**config.mk**
```make
export PLATFORM = sky130hd
export DESIGN_NAME = pmcs_phy_regs
export DESIGN_NICKNAME = d
export VERILOG_FILES = /design/src/common/pmcs_pkg.sv /design/src/common/pmcs_reg_if.sv /design/src/hw/pmcs_mdio_slave.sv /design/src/hw/pmcs_link_mon.sv /design/src/hw/pmcs_phy_regs.sv
export VERILOG_INCLUDE_DIRS = /design/src /design/src/common
export SDC_FILE = /design/constraint.sdc
export NUM_CORES = 1
export LEC_CHECK = 0
export BUFFER_PORTS_ARGS = -buffer_cell sky130_fd_sc_hd__clkbuf_2
export CAP_MARGIN = 20
export CORE_UTILIZATION = 59
export DETAILED_ROUTE_END_ITERATION = 6
export GPL_ROUTABILITY_DRIVEN = 0
export MAX_ROUTING_LAYER = met4
export PLACE_DENSITY = 0.82
export SLEW_MARGIN = 40
export SYNTH_ARGS = -nofsm -noshare
export SYNTH_HDL_FRONTEND = slang
export SYNTH_SLANG_ARGS = --single-unit
```
**constraint.sdc**
```tcl
create_clock -name i_clock -period 2.45 [get_ports i_clock]
set_clock_uncertainty 0.15 [all_clocks]
set_input_delay 0.3675 -clock i_clock [delete_from_list [all_inputs] [get_ports i_clock]]
set_output_delay 0.3675 -clock i_clock [all_outputs]
set_load 0.03 [all_outputs]
```
**src/common/pmcs_consts.svh**
```systemverilog
`ifndef PMCS_CONSTS_SVH
`define PMCS_CONSTS_SVH

// ----------------------------------------------------------------
// register addresses
// ----------------------------------------------------------------
`define PMCS_ADDR_CONTROL    5'h00
`define PMCS_ADDR_STATUS     5'h01
`define PMCS_ADDR_EXT_STATUS 5'h0f

// ----------------------------------------------------------------
// control field positions
// ----------------------------------------------------------------
`define PMCS_CTL_RESET      15
`define PMCS_CTL_LOOPBACK   14
`define PMCS_CTL_SPEED_LSB  13
`define PMCS_CTL_AN_EN      12
`define PMCS_CTL_PWR_DOWN   11
`define PMCS_CTL_ISOLATE    10
`define PMCS_CTL_AN_RESTART 9
`define PMCS_CTL_DUPLEX     8
`define PMCS_CTL_SPEED_MSB  6

// ----------------------------------------------------------------
// status field positions
// ----------------------------------------------------------------
`define PMCS_STS_ABIL_HI     15
`define PMCS_STS_ABIL_LO     9
`define PMCS_STS_EXT_PRESENT 8
`define PMCS_STS_AN_DONE     5
`define PMCS_STS_AN_ABLE     3
`define PMCS_STS_LINK        2
`define PMCS_STS_EXT_CAP     0
`define PMCS_EXT_ABIL_HI     15
`define PMCS_EXT_ABIL_LO     12

// ----------------------------------------------------------------
// reset values
// ----------------------------------------------------------------
`define PMCS_ABIL_BASIC_RST  7'h3c
`define PMCS_ABIL_EXT_RST    4'h3
`define PMCS_AN_EN_RST       1'h1

// ----------------------------------------------------------------
// management frame bit counts
// ----------------------------------------------------------------
`define PMCS_MDIO_PRE_BITS   6'h20
`define PMCS_MDIO_HDR_LAST   6'h0d
`define PMCS_MDIO_DATA_LAST  6'h0f

`endif

```
**src/common/pmcs_pkg.sv**
```systemverilog
package pmcs_pkg;
`include "pmcs_consts.svh"

    typedef enum logic [1:0] {
        PMCS_SPD_10   = 2'h0,
        PMCS_SPD_100  = 2'h1,
        PMCS_SPD_1000 = 2'h2,
        PMCS_SPD_RSVD = 2'h3
    } pmcs_speed_t;

    typedef enum logic [1:0] {
        PMCS_GIG_ADVERT = 2'h0,
        PMCS_GIG_SILENT = 2'h1,
        PMCS_GIG_SIGNAL = 2'h2
    } pmcs_gig_mode_t;

    typedef enum logic [3:0] {
        PMCS_MD_PRE  = 4'b0001,
        PMCS_MD_HDR  = 4'b0010,
        PMCS_MD_TA   = 4'b0100,
        PMCS_MD_DATA = 4'b1000
    } pmcs_mdio_st_t;

    typedef struct packed {
        pmcs_mdio_st_t st;
        logic          mdc;
        logic [5:0]    cnt;
        logic [15:0]   sh;
        logic          is_read;
        logic [4:0]    addr;
        logic          wr;
        logic          mdio_o;
        logic          mdio_oe;
    } pmcs_mdio_state_t;

    typedef struct packed {
        logic good;
        logic link;
        logic an_done;
    } pmcs_link_state_t;

    typedef struct packed {
        logic        an_en;
        logic        loopback;
        logic        pwr_down;
        logic        isolate;
        logic        duplex;
        pmcs_speed_t speed;
        logic        restart_p;
        logic        reset_p;
        pmcs_speed_t line_speed;
        logic        line_fd;
        logic        tx_silent;
        logic        gig_adv;
    } pmcs_ctl_state_t;

endpackage

```
**src/common/pmcs_reg_if.sv**
```systemverilog
`timescale 1ns/1ps

interface pmcs_reg_if;
    logic        wr;
    logic [4:0]  addr;
    logic [15:0] wdata;
    logic [15:0] rdata;

    modport master (output wr, output addr, output wdata, input rdata);
    modport slave  (input wr, input addr, input wdata, output rdata);
endinterface

```
**src/hw/pmcs_mdio_slave.sv**
```systemverilog
`timescale 1ns/1ps
`include "pmcs_consts.svh"

module pmcs_mdio_slave
    import pmcs_pkg::*;
(
    // clock and reset
    input  wire logic       i_clock,
    input  wire logic       i_reset,
    input  wire logic       i_clk_en,
    // management pins
    input  wire logic       i_mdc,
    input  wire logic       i_mdio,
    output logic            o_mdio,
    output logic            o_mdio_oe,
    input  wire logic [4:0] i_phy_addr,
    // register side
    pmcs_reg_if.master      bus
);
    pmcs_mdio_state_t s_q;
    pmcs_mdio_state_t s_d;
    logic [15:0]      sh_in;

    assign sh_in = {s_q.sh[14:0], i_mdio};

    always_comb begin
        s_d     = s_q;
        s_d.mdc = i_mdc;
        s_d.wr  = 1'b0;
        if (i_mdc && !s_q.mdc) begin
            unique case (s_q.st)
                PMCS_MD_PRE: begin
                    if (i_mdio) begin
                        if (s_q.cnt != `PMCS_MDIO_PRE_BITS)
                            s_d.cnt = s_q.cnt + 6'h01;
                    end else if (s_q.cnt == `PMCS_MDIO_PRE_BITS) begin
                        s_d.st  = PMCS_MD_HDR;
                        s_d.cnt = 6'h01;
                        s_d.sh  = 16'h0000;
                    end else begin
                        s_d.cnt = 6'h00;
                    end
                end
                PMCS_MD_HDR: begin
                    s_d.sh  = sh_in;
                    s_d.cnt = s_q.cnt + 6'h01;
                    if (s_q.cnt == `PMCS_MDIO_HDR_LAST) begin
                        // start 01, op 10 read / 01 write, our address
                        s_d.cnt = 6'h00;
                        s_d.st  = PMCS_MD_PRE;
                        if (sh_in[13:12] == 2'h1 && sh_in[9:5] == i_phy_addr
                            && (sh_in[11:10] == 2'h1
                                || sh_in[11:10] == 2'h2)) begin
                            s_d.st      = PMCS_MD_TA;
                            s_d.is_read = sh_in[11];
                            s_d.addr    = sh_in[4:0];
                        end
                    end
                end
                PMCS_MD_TA: begin
                    s_d.cnt = s_q.cnt + 6'h01;
                    if (s_q.is_read) begin
                        s_d.mdio_oe = 1'b1;
                        s_d.mdio_o  = 1'b0;
                    end
                    if (s_q.cnt == 6'h01) begin
                        s_d.st  = PMCS_MD_DATA;
                        s_d.cnt = 6'h00;
                        // snapshot so the word cannot tear mid-frame
                        s_d.sh  = bus.rdata;
                        if (s_q.is_read)
                            s_d.mdio_o = bus.rdata[15];
                    end
                end
                PMCS_MD_DATA: begin
                    s_d.cnt    = s_q.cnt + 6'h01;
                    s_d.sh     = sh_in;
                    s_d.mdio_o = s_q.sh[14];
                    if (s_q.cnt == `PMCS_MDIO_DATA_LAST) begin
                        s_d.wr      = !s_q.is_read;
                        s_d.st      = PMCS_MD_PRE;
                        s_d.cnt     = 6'h00;
                        s_d.mdio_oe = 1'b0;
                        s_d.mdio_o  = 1'b0;
                    end
                end
            endcase
        end
    end

    always_ff @(posedge i_clock) begin
        if (i_reset) begin
            s_q         <= '0;
            s_q.st      <= PMCS_MD_PRE;
        end else if (i_clk_en) begin
            s_q <= s_d;
        end
    end

    assign bus.wr    = s_q.wr && i_clk_en;
    assign bus.addr  = s_q.addr;
    assign bus.wdata = s_q.sh;
    assign o_mdio    = s_q.mdio_o;
    assign o_mdio_oe = s_q.mdio_oe;
endmodule

```
**src/hw/pmcs_link_mon.sv**
```systemverilog
`timescale 1ns/1ps

module pmcs_link_mon
    import pmcs_pkg::*;
(
    // clock and reset
    input  wire logic i_clock,
    input  wire logic i_reset,
    input  wire logic i_clk_en,
    // arbitration side
    input  wire logic i_flp_link_good,
    input  wire logic i_link_lost,
    input  wire logic i_an_en,
    // status
    output logic      o_link,
    output logic      o_an_done
);
    pmcs_link_state_t s_q;
    pmcs_link_state_t s_d;

    always_comb begin
        s_d      = s_q;
        s_d.good = i_flp_link_good;
        // only entry into link good raises the bit
        if (i_flp_link_good && !s_q.good) begin
            s_d.link    = 1'b1;
            s_d.an_done = i_an_en;
        end
        // loss wins over a same-cycle entry
        if (i_link_lost) begin
            s_d.link    = 1'b0;
            s_d.an_done = 1'b0;
        end
    end

    always_ff @(posedge i_clock) begin
        if (i_reset)
            s_q <= '0;
        else if (i_clk_en)
            s_q <= s_d;
    end

    assign o_link    = s_q.link;
    assign o_an_done = s_q.an_done;
endmodule

```
**src/hw/pmcs_phy_regs.sv**
```systemverilog
`timescale 1ns/1ps
`include "pmcs_consts.svh"

module pmcs_phy_regs
    import pmcs_pkg::*;
#(
    parameter logic [6:0]     P_ABIL_BASIC   = `PMCS_ABIL_BASIC_RST,
    parameter logic [3:0]     P_ABIL_EXT     = `PMCS_ABIL_EXT_RST,
    parameter pmcs_gig_mode_t P_GIG_MODE     = PMCS_GIG_SIGNAL,
    parameter logic           P_SHOW_SPEED   = 1'b1
) (
    // clock and reset
    input  wire logic        i_clock,
    input  wire logic        i_reset,
    input  wire logic        i_clk_en,
    // management pins
    input  wire logic        i_mdc,
    input  wire logic        i_mdio,
    output logic             o_mdio,
    output logic             o_mdio_oe,
    input  wire logic [4:0]  i_phy_addr,
    // arbitration state
    input  wire logic        i_flp_link_good,
    input  wire logic        i_link_lost,
    input  wire pmcs_speed_t i_link_speed,
    // line configuration
    output logic             o_an_enable,
    output logic             o_an_restart,
    output logic             o_soft_reset,
    output logic             o_loopback,
    output logic             o_power_down,
    output logic             o_isolate,
    output pmcs_speed_t      o_line_speed,
    output logic             o_line_full_duplex,
    output logic             o_tx_silent,
    output logic             o_gig_advert_only
);
    // ----------------------------------------------------------------
    // abilities
    // ----------------------------------------------------------------
    // basic ability bits: T4, 100 X pair, 10 pair, T2 pair
    localparam logic AB_T4    = P_ABIL_BASIC[6];
    localparam logic AB_X_FD  = P_ABIL_BASIC[5];
    localparam logic AB_X_HD  = P_ABIL_BASIC[4];
    localparam logic AB_10_FD = P_ABIL_BASIC[3];
    localparam logic AB_10_HD = P_ABIL_BASIC[2];
    localparam logic AB_T2_FD = P_ABIL_BASIC[1];
    localparam logic AB_T2_HD = P_ABIL_BASIC[0];

    // extended bits only count with gigabit twisted pair present
    localparam logic EXT_PRESENT = |P_ABIL_EXT[1:0];
    localparam logic [3:0] EXT_SHOWN =
        EXT_PRESENT ? P_ABIL_EXT : 4'h0;
    localparam logic GX_FD = EXT_SHOWN[3];
    localparam logic GX_HD = EXT_SHOWN[2];
    localparam logic GT_FD = EXT_SHOWN[1];
    localparam logic GT_HD = EXT_SHOWN[0];

    localparam logic SUP_10 =
        AB_10_FD
        | AB_10_HD;
    localparam logic SUP_100 =
        AB_T4
        | AB_X_FD
        | AB_X_HD
        | AB_T2_FD
        | AB_T2_HD;

    localparam logic SUP_1000 = |EXT_SHOWN;

    localparam logic SUP_FD =
        AB_X_FD
        | AB_10_FD
        | AB_T2_FD
        | GX_FD
        | GT_FD;
    localparam logic SUP_HD =
        AB_T4
        | AB_X_HD
        | AB_10_HD
        | AB_T2_HD
        | GX_HD
        | GT_HD;

    localparam logic ONE_DUPLEX = SUP_FD ^ SUP_HD;

    // a device with both duplexes starts half
    localparam logic DUPLEX_RST = ONE_DUPLEX & SUP_FD;

    // highest reported speed wins at reset
    localparam pmcs_speed_t SPEED_RST =
        SUP_1000 ? PMCS_SPD_1000 :
        SUP_100  ? PMCS_SPD_100  : PMCS_SPD_10;

    // ----------------------------------------------------------------
    // submodules
    // ----------------------------------------------------------------
    pmcs_reg_if bus ();

    logic            link_up;
    logic            an_done;
    pmcs_ctl_state_t s_q;
    pmcs_ctl_state_t s_d;

    // serial frames in, register strobes out
    pmcs_mdio_slave u_mdio (
        .i_clock    (i_clock),
        .i_reset    (i_reset),
        .i_clk_en   (i_clk_en),
        .i_mdc      (i_mdc),
        .i_mdio     (i_mdio),
        .o_mdio     (o_mdio),
        .o_mdio_oe  (o_mdio_oe),
        .i_phy_addr (i_phy_addr),
        .bus        (bus.master)
    );

    // link status and completion flags
    pmcs_link_mon u_link (
        .i_clock         (i_clock),
        .i_reset         (i_reset),
        .i_clk_en        (i_clk_en),
        .i_flp_link_good (i_flp_link_good),
        .i_link_lost     (i_link_lost),
        .i_an_en         (s_q.an_en),
        .o_link          (link_up),
        .o_an_done       (an_done)
    );

    // ----------------------------------------------------------------
    // state
    // ----------------------------------------------------------------
    // the reserved code is never a supported speed
    function automatic logic speed_ok(input pmcs_speed_t sp);
        unique case (sp)
            PMCS_SPD_10:   speed_ok = SUP_10;
            PMCS_SPD_100:  speed_ok = SUP_100;
            PMCS_SPD_1000: speed_ok = SUP_1000;
            default:       speed_ok = 1'b0;
        endcase
    endfunction

    // one set of defaults for i_reset and the soft reset bit
    function automatic pmcs_ctl_state_t ctl_reset();
        pmcs_ctl_state_t r;
        r            = '0;
        r.an_en      = `PMCS_AN_EN_RST;
        r.duplex     = DUPLEX_RST;
        r.speed      = SPEED_RST;
        r.line_speed = SPEED_RST;
        r.line_fd    = DUPLEX_RST;
        return r;
    endfunction

    // ----------------------------------------------------------------
    // write decode and forced configuration
    // ----------------------------------------------------------------
    pmcs_speed_t wr_speed;
    logic        wr_ctl;

    assign wr_speed = pmcs_speed_t'({bus.wdata[`PMCS_CTL_SPEED_MSB],
                                     bus.wdata[`PMCS_CTL_SPEED_LSB]});
    // status and extended status have no write path at all
    assign wr_ctl = bus.wr
                 && bus.addr == `PMCS_ADDR_CONTROL;

    always_comb begin
        s_d           = s_q;
        s_d.restart_p = 1'b0;
        s_d.reset_p   = 1'b0;
        if (wr_ctl) begin
            s_d.loopback  = bus.wdata[`PMCS_CTL_LOOPBACK];
            s_d.an_en     = bus.wdata[`PMCS_CTL_AN_EN];
            s_d.pwr_down  = bus.wdata[`PMCS_CTL_PWR_DOWN];
            s_d.isolate   = bus.wdata[`PMCS_CTL_ISOLATE];
            s_d.restart_p = bus.wdata[`PMCS_CTL_AN_RESTART];
            if (!ONE_DUPLEX) begin
                s_d.duplex = bus.wdata[`PMCS_CTL_DUPLEX];
            end
            if (speed_ok(wr_speed)) begin
                s_d.speed = wr_speed;
            end

            if (bus.wdata[`PMCS_CTL_RESET]) begin
                // self-clearing: defaults back, one pulse out
                s_d         = ctl_reset();
                s_d.reset_p = 1'b1;
            end
        end

        // forced settings reach the line only with negotiation off
        s_d.tx_silent = 1'b0;
        s_d.gig_adv   = 1'b0;

        if (!s_d.an_en) begin
            s_d.line_fd    = s_d.duplex;
            s_d.line_speed = s_d.speed;
            unique case (s_d.speed)
                // gigabit behaviour is fixed when the block is built
                PMCS_SPD_1000: begin
                    s_d.tx_silent = (P_GIG_MODE == PMCS_GIG_SILENT);
                    s_d.gig_adv   = (P_GIG_MODE == PMCS_GIG_ADVERT);
                end
                PMCS_SPD_RSVD: begin
                    s_d.tx_silent = 1'b1;
                end
                default: ;
            endcase
        end
    end

    always_ff @(posedge i_clock) begin
        if (i_reset) begin
            s_q <= ctl_reset();
        end else if (i_clk_en) begin
            s_q <= s_d;
        end
    end

    // ----------------------------------------------------------------
    // read mux
    // ----------------------------------------------------------------
    pmcs_speed_t rd_speed;
    logic [15:0] ctl_word;
    logic [15:0] sts_word;

    // negotiated speed shown only while it is meaningful
    always_comb begin
        rd_speed = s_q.speed;
        if (P_SHOW_SPEED && s_q.an_en && link_up)
            rd_speed = i_link_speed;
    end

    // pulse bits 15 and 9 always read back as zero
    always_comb begin
        ctl_word                       = 16'h0000;
        ctl_word[`PMCS_CTL_LOOPBACK]   = s_q.loopback;
        ctl_word[`PMCS_CTL_SPEED_LSB]  = rd_speed[0];
        ctl_word[`PMCS_CTL_AN_EN]      = s_q.an_en;
        ctl_word[`PMCS_CTL_PWR_DOWN]   = s_q.pwr_down;
        ctl_word[`PMCS_CTL_ISOLATE]    = s_q.isolate;
        ctl_word[`PMCS_CTL_DUPLEX]     = s_q.duplex;
        ctl_word[`PMCS_CTL_SPEED_MSB]  = rd_speed[1];
    end

    // bit 0 says the extended register set exists
    always_comb begin
        sts_word = 16'h0000;
        sts_word[`PMCS_STS_ABIL_HI:`PMCS_STS_ABIL_LO] = P_ABIL_BASIC;
        sts_word[`PMCS_STS_EXT_PRESENT] = EXT_PRESENT;
        sts_word[`PMCS_STS_AN_DONE]     = an_done;
        sts_word[`PMCS_STS_AN_ABLE]     = 1'b1;
        sts_word[`PMCS_STS_LINK]        = link_up;
        sts_word[`PMCS_STS_EXT_CAP]     = 1'b1;
    end

    always_comb begin
        unique case (bus.addr)
            `PMCS_ADDR_CONTROL:    bus.rdata = ctl_word;
            `PMCS_ADDR_STATUS:     bus.rdata = sts_word;
            `PMCS_ADDR_EXT_STATUS:
                bus.rdata = {EXT_SHOWN, 12'h000};
            default:               bus.rdata = 16'h0000;
        endcase
    end

    // ----------------------------------------------------------------
    // outputs
    // ----------------------------------------------------------------
    // control levels and one-cycle pulses
    assign o_an_enable        = s_q.an_en;
    assign o_an_restart       = s_q.restart_p;
    assign o_soft_reset       = s_q.reset_p;
    assign o_loopback         = s_q.loopback;
    assign o_power_down       = s_q.pwr_down;
    assign o_isolate          = s_q.isolate;

    // applied line setup, frozen while negotiating
    assign o_line_speed       = s_q.line_speed;
    assign o_line_full_duplex = s_q.line_fd;
    assign o_tx_silent        = s_q.tx_silent;
    assign o_gig_advert_only  = s_q.gig_adv;
endmodule

```
# Word level (Yosys, flattened, before mapping)
# Cells that the tools add are included.
[totals]
out_inout_bits = 13
regBits = 53
[classes]
n_eq_ne = 27
n_addsub = 1
muxes = 34
n_reduce_logical = 25
[ops]
columns = ["op", "count"]
rows = [
  ["$pmux 22 s4", 1],
  ["$pmux 15 s3", 1],
  ["$mux 16", 2],
  ["$mux 14", 2],
  ["$mux 6", 4],
  ["$mux 22", 1],
  ["$mux 4", 5],
  ["$pmux 4 s4", 1],
  ["$reduce_and 5->1", 3],
  ["$ne 2x1->1 const B", 7],
  ["$eq 6x4->1 const B", 2],
  ["$mux 2", 5],
  ["$mux 3", 3],
  ["$reduce_and 3->1", 3],
  ["$logic_and 1x1->1", 7],
  ["$mux 1", 7],
  ["$reduce_and 7->1", 1],
  ["$add 6x1->6 const B", 1],
  ["$eq 2x1->1 const B", 3],
  ["$eq 2x2->1 const B", 3],
  ["$eq 6x1->1 const B", 1],
  ["$eq 6x6->1 const B", 1],
  ["$ne 6x6->1 const B", 1],
  ["$eq 5x1->1 const B", 1],
  ["17 further kinds", 21],
]

# Depth between registers and ports, before layout
[logic_depth]
ltp_word = 10
depth_mapped = 9

# Cells and area by module
# Synthesis repeated with hierarchy kept, for this count alone.
[unflattened]
hier_cells = 359
hier_area_um2 = 3061.7
[by_module_without_submodules]
columns = ["module", "cells_each", "area_per_inst_um2", "instances", "seq_area_each_um2"]
rows = [
  ["pmcs_mdio_slave", 249, 2138.3, 1, 720.7],
  ["pmcs_phy_regs", 98, 793.3, 1, 260.2],
  ["pmcs_link_mon", 12, 130.1, 1, 60.1],
]

# Worst setup path after synthesis
# Ideal clock, no wire load.
[synth_timing]
kind = "register -> register"
startpoint = "register u_mdio.s_q[25] (netlist name)"
endpoint = "register u_mdio.s_q (netlist bit u_mdio.bus.wdata[2])"
setup_time_ps = 70
n_path_buf = 2
period_less_slack_ps = 2062
arrival_time_ps = 1841
setup_slack_ps = 388
path_stages_with_launch = 10
cell_sequence = "dfxtp_1 -> inv_1 -> ha_1 -> and4bb_2 -> a21boi_1 -> or2_1 -> buf_6 -> or3_1 -> buf_2 -> o2bb2ai_1"
[synth_via]
elab_chain_cells = 3
word_cells_on_any_way = 5
classes_between = "eq/ne (4); reduce/logical (1)"
[synth_rtl]
columns = ["element", "line", "text"]
rows = [
  ["start, declared", "pmcs_mdio_slave.sv:20", "pmcs_mdio_state_t s_q;"],
  ["$eq 6x1->1 / $eq 6x6->1 (equally long branches)", "-", ""],
  ["$ne 2x1->1 (no line)", "-", ""],
  ["$reduce_and 5->1 (no line) (*)", "-", ""],
]
# Every way passes the cells marked *; elsewhere a longest branch is shown, timed or not.
# A chain may end at the register's enable or synchronous reset.

# Worst setup path in the final report
[layout_timing]
startpoint = "register u_mdio.s_q[34] (netlist name)"
endpoint = "register u_mdio.s_q (netlist bit u_mdio.bus.wdata[14])"
[layout_via]
elab_chain_cells = 3
word_cells_on_any_way = 9
classes_between = "eq/ne (7); mux (1); reduce/logical (1)"
[layout_rtl]
columns = ["element", "line", "text"]
rows = [
  ["$eq 4x3->1 / $eq 4x1->1 (equally long branches)", "pmcs_mdio_slave.sv:31", "unique case (s_q.st)"],
  ["$ne 2x1->1 (no line) / $ne 2x2->1 (equally long branches)", "-", ""],
  ["$reduce_and 5->1 (no line)", "-", ""],
]
# Parallel ways exist; a longest one is shown, timed or not.

==> reports/qor.txt <==
post-synthesis adder-cell area fraction - 0.01364
Initial Util - 0.6236
post-route DRC violation count - 0
GR Util All Layers - 0.2606
Worst Path Arrival - 2.41 ns
Die Area - 4943 µm²
vias in the first global route - 2,087
Final Critical Period - 2.313 ns
Pwr per Cell Area - 510.3 nW/µm²
Max Clk Rate - 432.4 MHz
status - complete, no violations
Avg Synthesized Cell Area - 9.025 µm²
Synth Warn # - 0
ant diodes - 0
Reg2Reg Depth - 5
setup TNS after final layout - 0 ns
commonest non-fill, non-tap cell in the layout - dfxtp_1
die width - 70.31 µm
H-tree Lvls - 2
critical path launch point - u_mdio.s_q[34]
first-pass GRT wire length - 9942 µm
Clock Sinks - 52
initial antenna violation count - 0
WP data required - 2.55 ns
post-cts resize count - 0
gr ovfl total - 0
Worst Hold Class - primary input to register
Slew Limit Headroom - 0.5382
max-cap check violation count - 0
WP buf/inv - 0
Port-buffer cells - 25
layout cells sized above 1 - 0.1840
TritonCTS clock tree - yes
largest net degree at the start of global routing - 38
Min Hold Slack - 0.1117 ns
RSZ-0062 raised after global routing - no
Crit Path Class - register to register
Synth Instances - 305
post-synthesis compound-gate area fraction - 0.1741
type of origin of the critical path - register
worst-path cell with the longest stage delay - dfxtp_1
CTS Hold Bufs - 0
hpwl dp - 4391 µm
ys async rst share - 0
Area Growth Syn to Fin - 9.182%
main combinational cell family by area after synthesis - simple AND/OR/NAND/NOR gates
num ports - 27
Num CTS Buffers - 5
final hold violation count - 0
DR iter-0 viols - 129
syn nets - 322
clk_lat worst skew - 0.31 ns
Post-synth EDFFs - 0
post-CTS setup buffers - 0
sequential area share after synthesis - 0.3782
row count - 24
Critical R2R Launch - u_mdio.s_q[34]
DRT Pass-1 Iters - 4
worst reg-to-reg setup slack - 0.14 ns
Clk pin slew, worst setup/hold paths - 0.10 ns
Worst Max-Slew Pin Slew - 0.6836 ns
vias - 2,333
most frequent cells in the layout - 52 x dfxtp_1, 38 x nor2_1, 25 x clkbuf_2, 16 x a21oi_1, 15 x nand2_1
routed wire length per instance - 15.96 µm
CP top delay family - simple AND/OR/NAND/NOR gates
Post-Route WL - 6032 µm
Final Max Slew Viols - 0
core area - 4414 µm²
most common flop cell mapped by yosys - dfxtp_1
Die H - 70.31 µm
setup violators final - 0
multiplexer share of the synthesized area - 0.05182
critical hold path startpoint - i_link_lost
crit end category - register
Max IR drop VDD - 0.3632 mV
crit-path cells - or4b_1 -> or3_1 -> nor3_4 -> a221oi_1 -> o2bb2ai_1
routed vias/inst - 6.172
Post-DRT Antenna Nets - 0
clock root buffer master - clkbuf_8
CP Depth - 5
period utilization - 0.9439
Post-Synth Simple-Gate Area - 0.2877
Mapped Area - 2753 µm²
FF+latch count, synth - 52
Total Nets Final - 342
CP Max Fanout - 12
Yosys cell types - 68
Worst Hold Path Cells - 2
Synth Area in XOR/XNOR - 0.03500
CTS max path bufs - 2
static leakage - 0.001052 µW
critical path's largest stage delay - 0.59 ns
per-layer routing:
metal	part of all wire	GRT usage	wire length [µm]
met1	0.46	0.3439	2748
met2	0.47	0.4042	2859
met3	0.054	0.04762	328
met4	0.016	0.08222	96
met5	0	-	0
power by group:
group          internal, µW  switching (µW)
logic                  29.8            50.4
registers               849            4.24
clock network           309             291
state kept, by name (all words and copies together) (netlist names):
| register | count |
|---|---|
| u_mdio.bus.addr | 5 |
| o_line_speed | 2 |
| u_mdio.o_mdio_oe | 1 |
| o_an_restart | 1 |
| o_line_full_duplex | 1 |
| o_loopback | 1 |
| s_q | 2 |
| u_mdio.bus.wdata | 16 |
| u_link.o_an_done | 1 |
| u_link.s_q | 1 |
| o_power_down | 1 |
| u_link.o_link | 1 |
| u_mdio.o_mdio | 1 |
| o_an_enable | 1 |
| o_soft_reset | 1 |
| u_mdio.s_q | 13 |
| o_isolate | 1 |
| ctl_word | 1 |
| o_tx_silent | 1 |
synth_stat cells, drive strengths merged, types with 4 or more instances:
library cell | instances | share of area
o2bb2ai | 7 | 0.022
nand3b | 6 | 0.016
o21ai | 4 | 0.0073
a21oi | 16 | 0.029
nor2 | 40 | 0.056
clkbuf | 7 | 0.010
a221oi | 7 | 0.022
mux2i | 12 | 0.044
a211oi | 5 | 0.014
nor4b | 6 | 0.029
nor4 | 4 | 0.015
or3 | 5 | 0.011
xnor2 | 5 | 0.016
nor2b | 6 | 0.014
nor3 | 13 | 0.031
a22oi | 5 | 0.015
xor2 | 6 | 0.019
nand2 | 15 | 0.020
dfxtp | 52 | 0.38
nand3 | 12 | 0.022
inv | 8 | 0.011
buf | 15 | 0.037
cell families (layout without fill, tap and decap cells):
logic type	count (synthesis)	after routing
compound gates	63	63
xor+xnor	11	11
fa+ha+maj	3	3
buf+inv	30	51
flops	52	52
mux	14	14
other cells	1	1
simple gates	131	131
final timing paths:
path                           to
min reg2reg       o_line_speed[0]
max reg2reg  u_mdio.bus.wdata[14]
min                 u_link.o_link
max          u_mdio.bus.wdata[14]
final cells by class:
| class | count | area (µm²) |
|---|---|---|
| fillers | 360 | 1409 |
| multi-input cells | 223 | 1558 |
| clock inverters | 2 | 38.79 |
| flip-flops and latches | 52 | 1041 |
| inverters | 8 | 30.03 |
| well taps | 52 | 65.06 |
| repair buffers | 35 | 200.2 |
| clock buffers | 6 | 72.57 |
through the flow:
step / total power [µW] / worst slack, ns / instances / utilization / area (µm²)
CTS: 1545 / 0.1327 / 378 / 0.6794 / 2999
detailed placement: 952.5 / 0.1391 / 370 / 0.6542 / 2888
finish: 1534 / 0.1374 / 378 / 0.6808 / 3005
floorplan: 926.7 / 0.3884 / 305 / - / 2753
global placement: 951.8 / 0.1822 / 370 / 0.6542 / 2888
global route: 1582 / 0.002184 / 378 / 0.6808 / 3005
(Power assumes the default switching activity.)
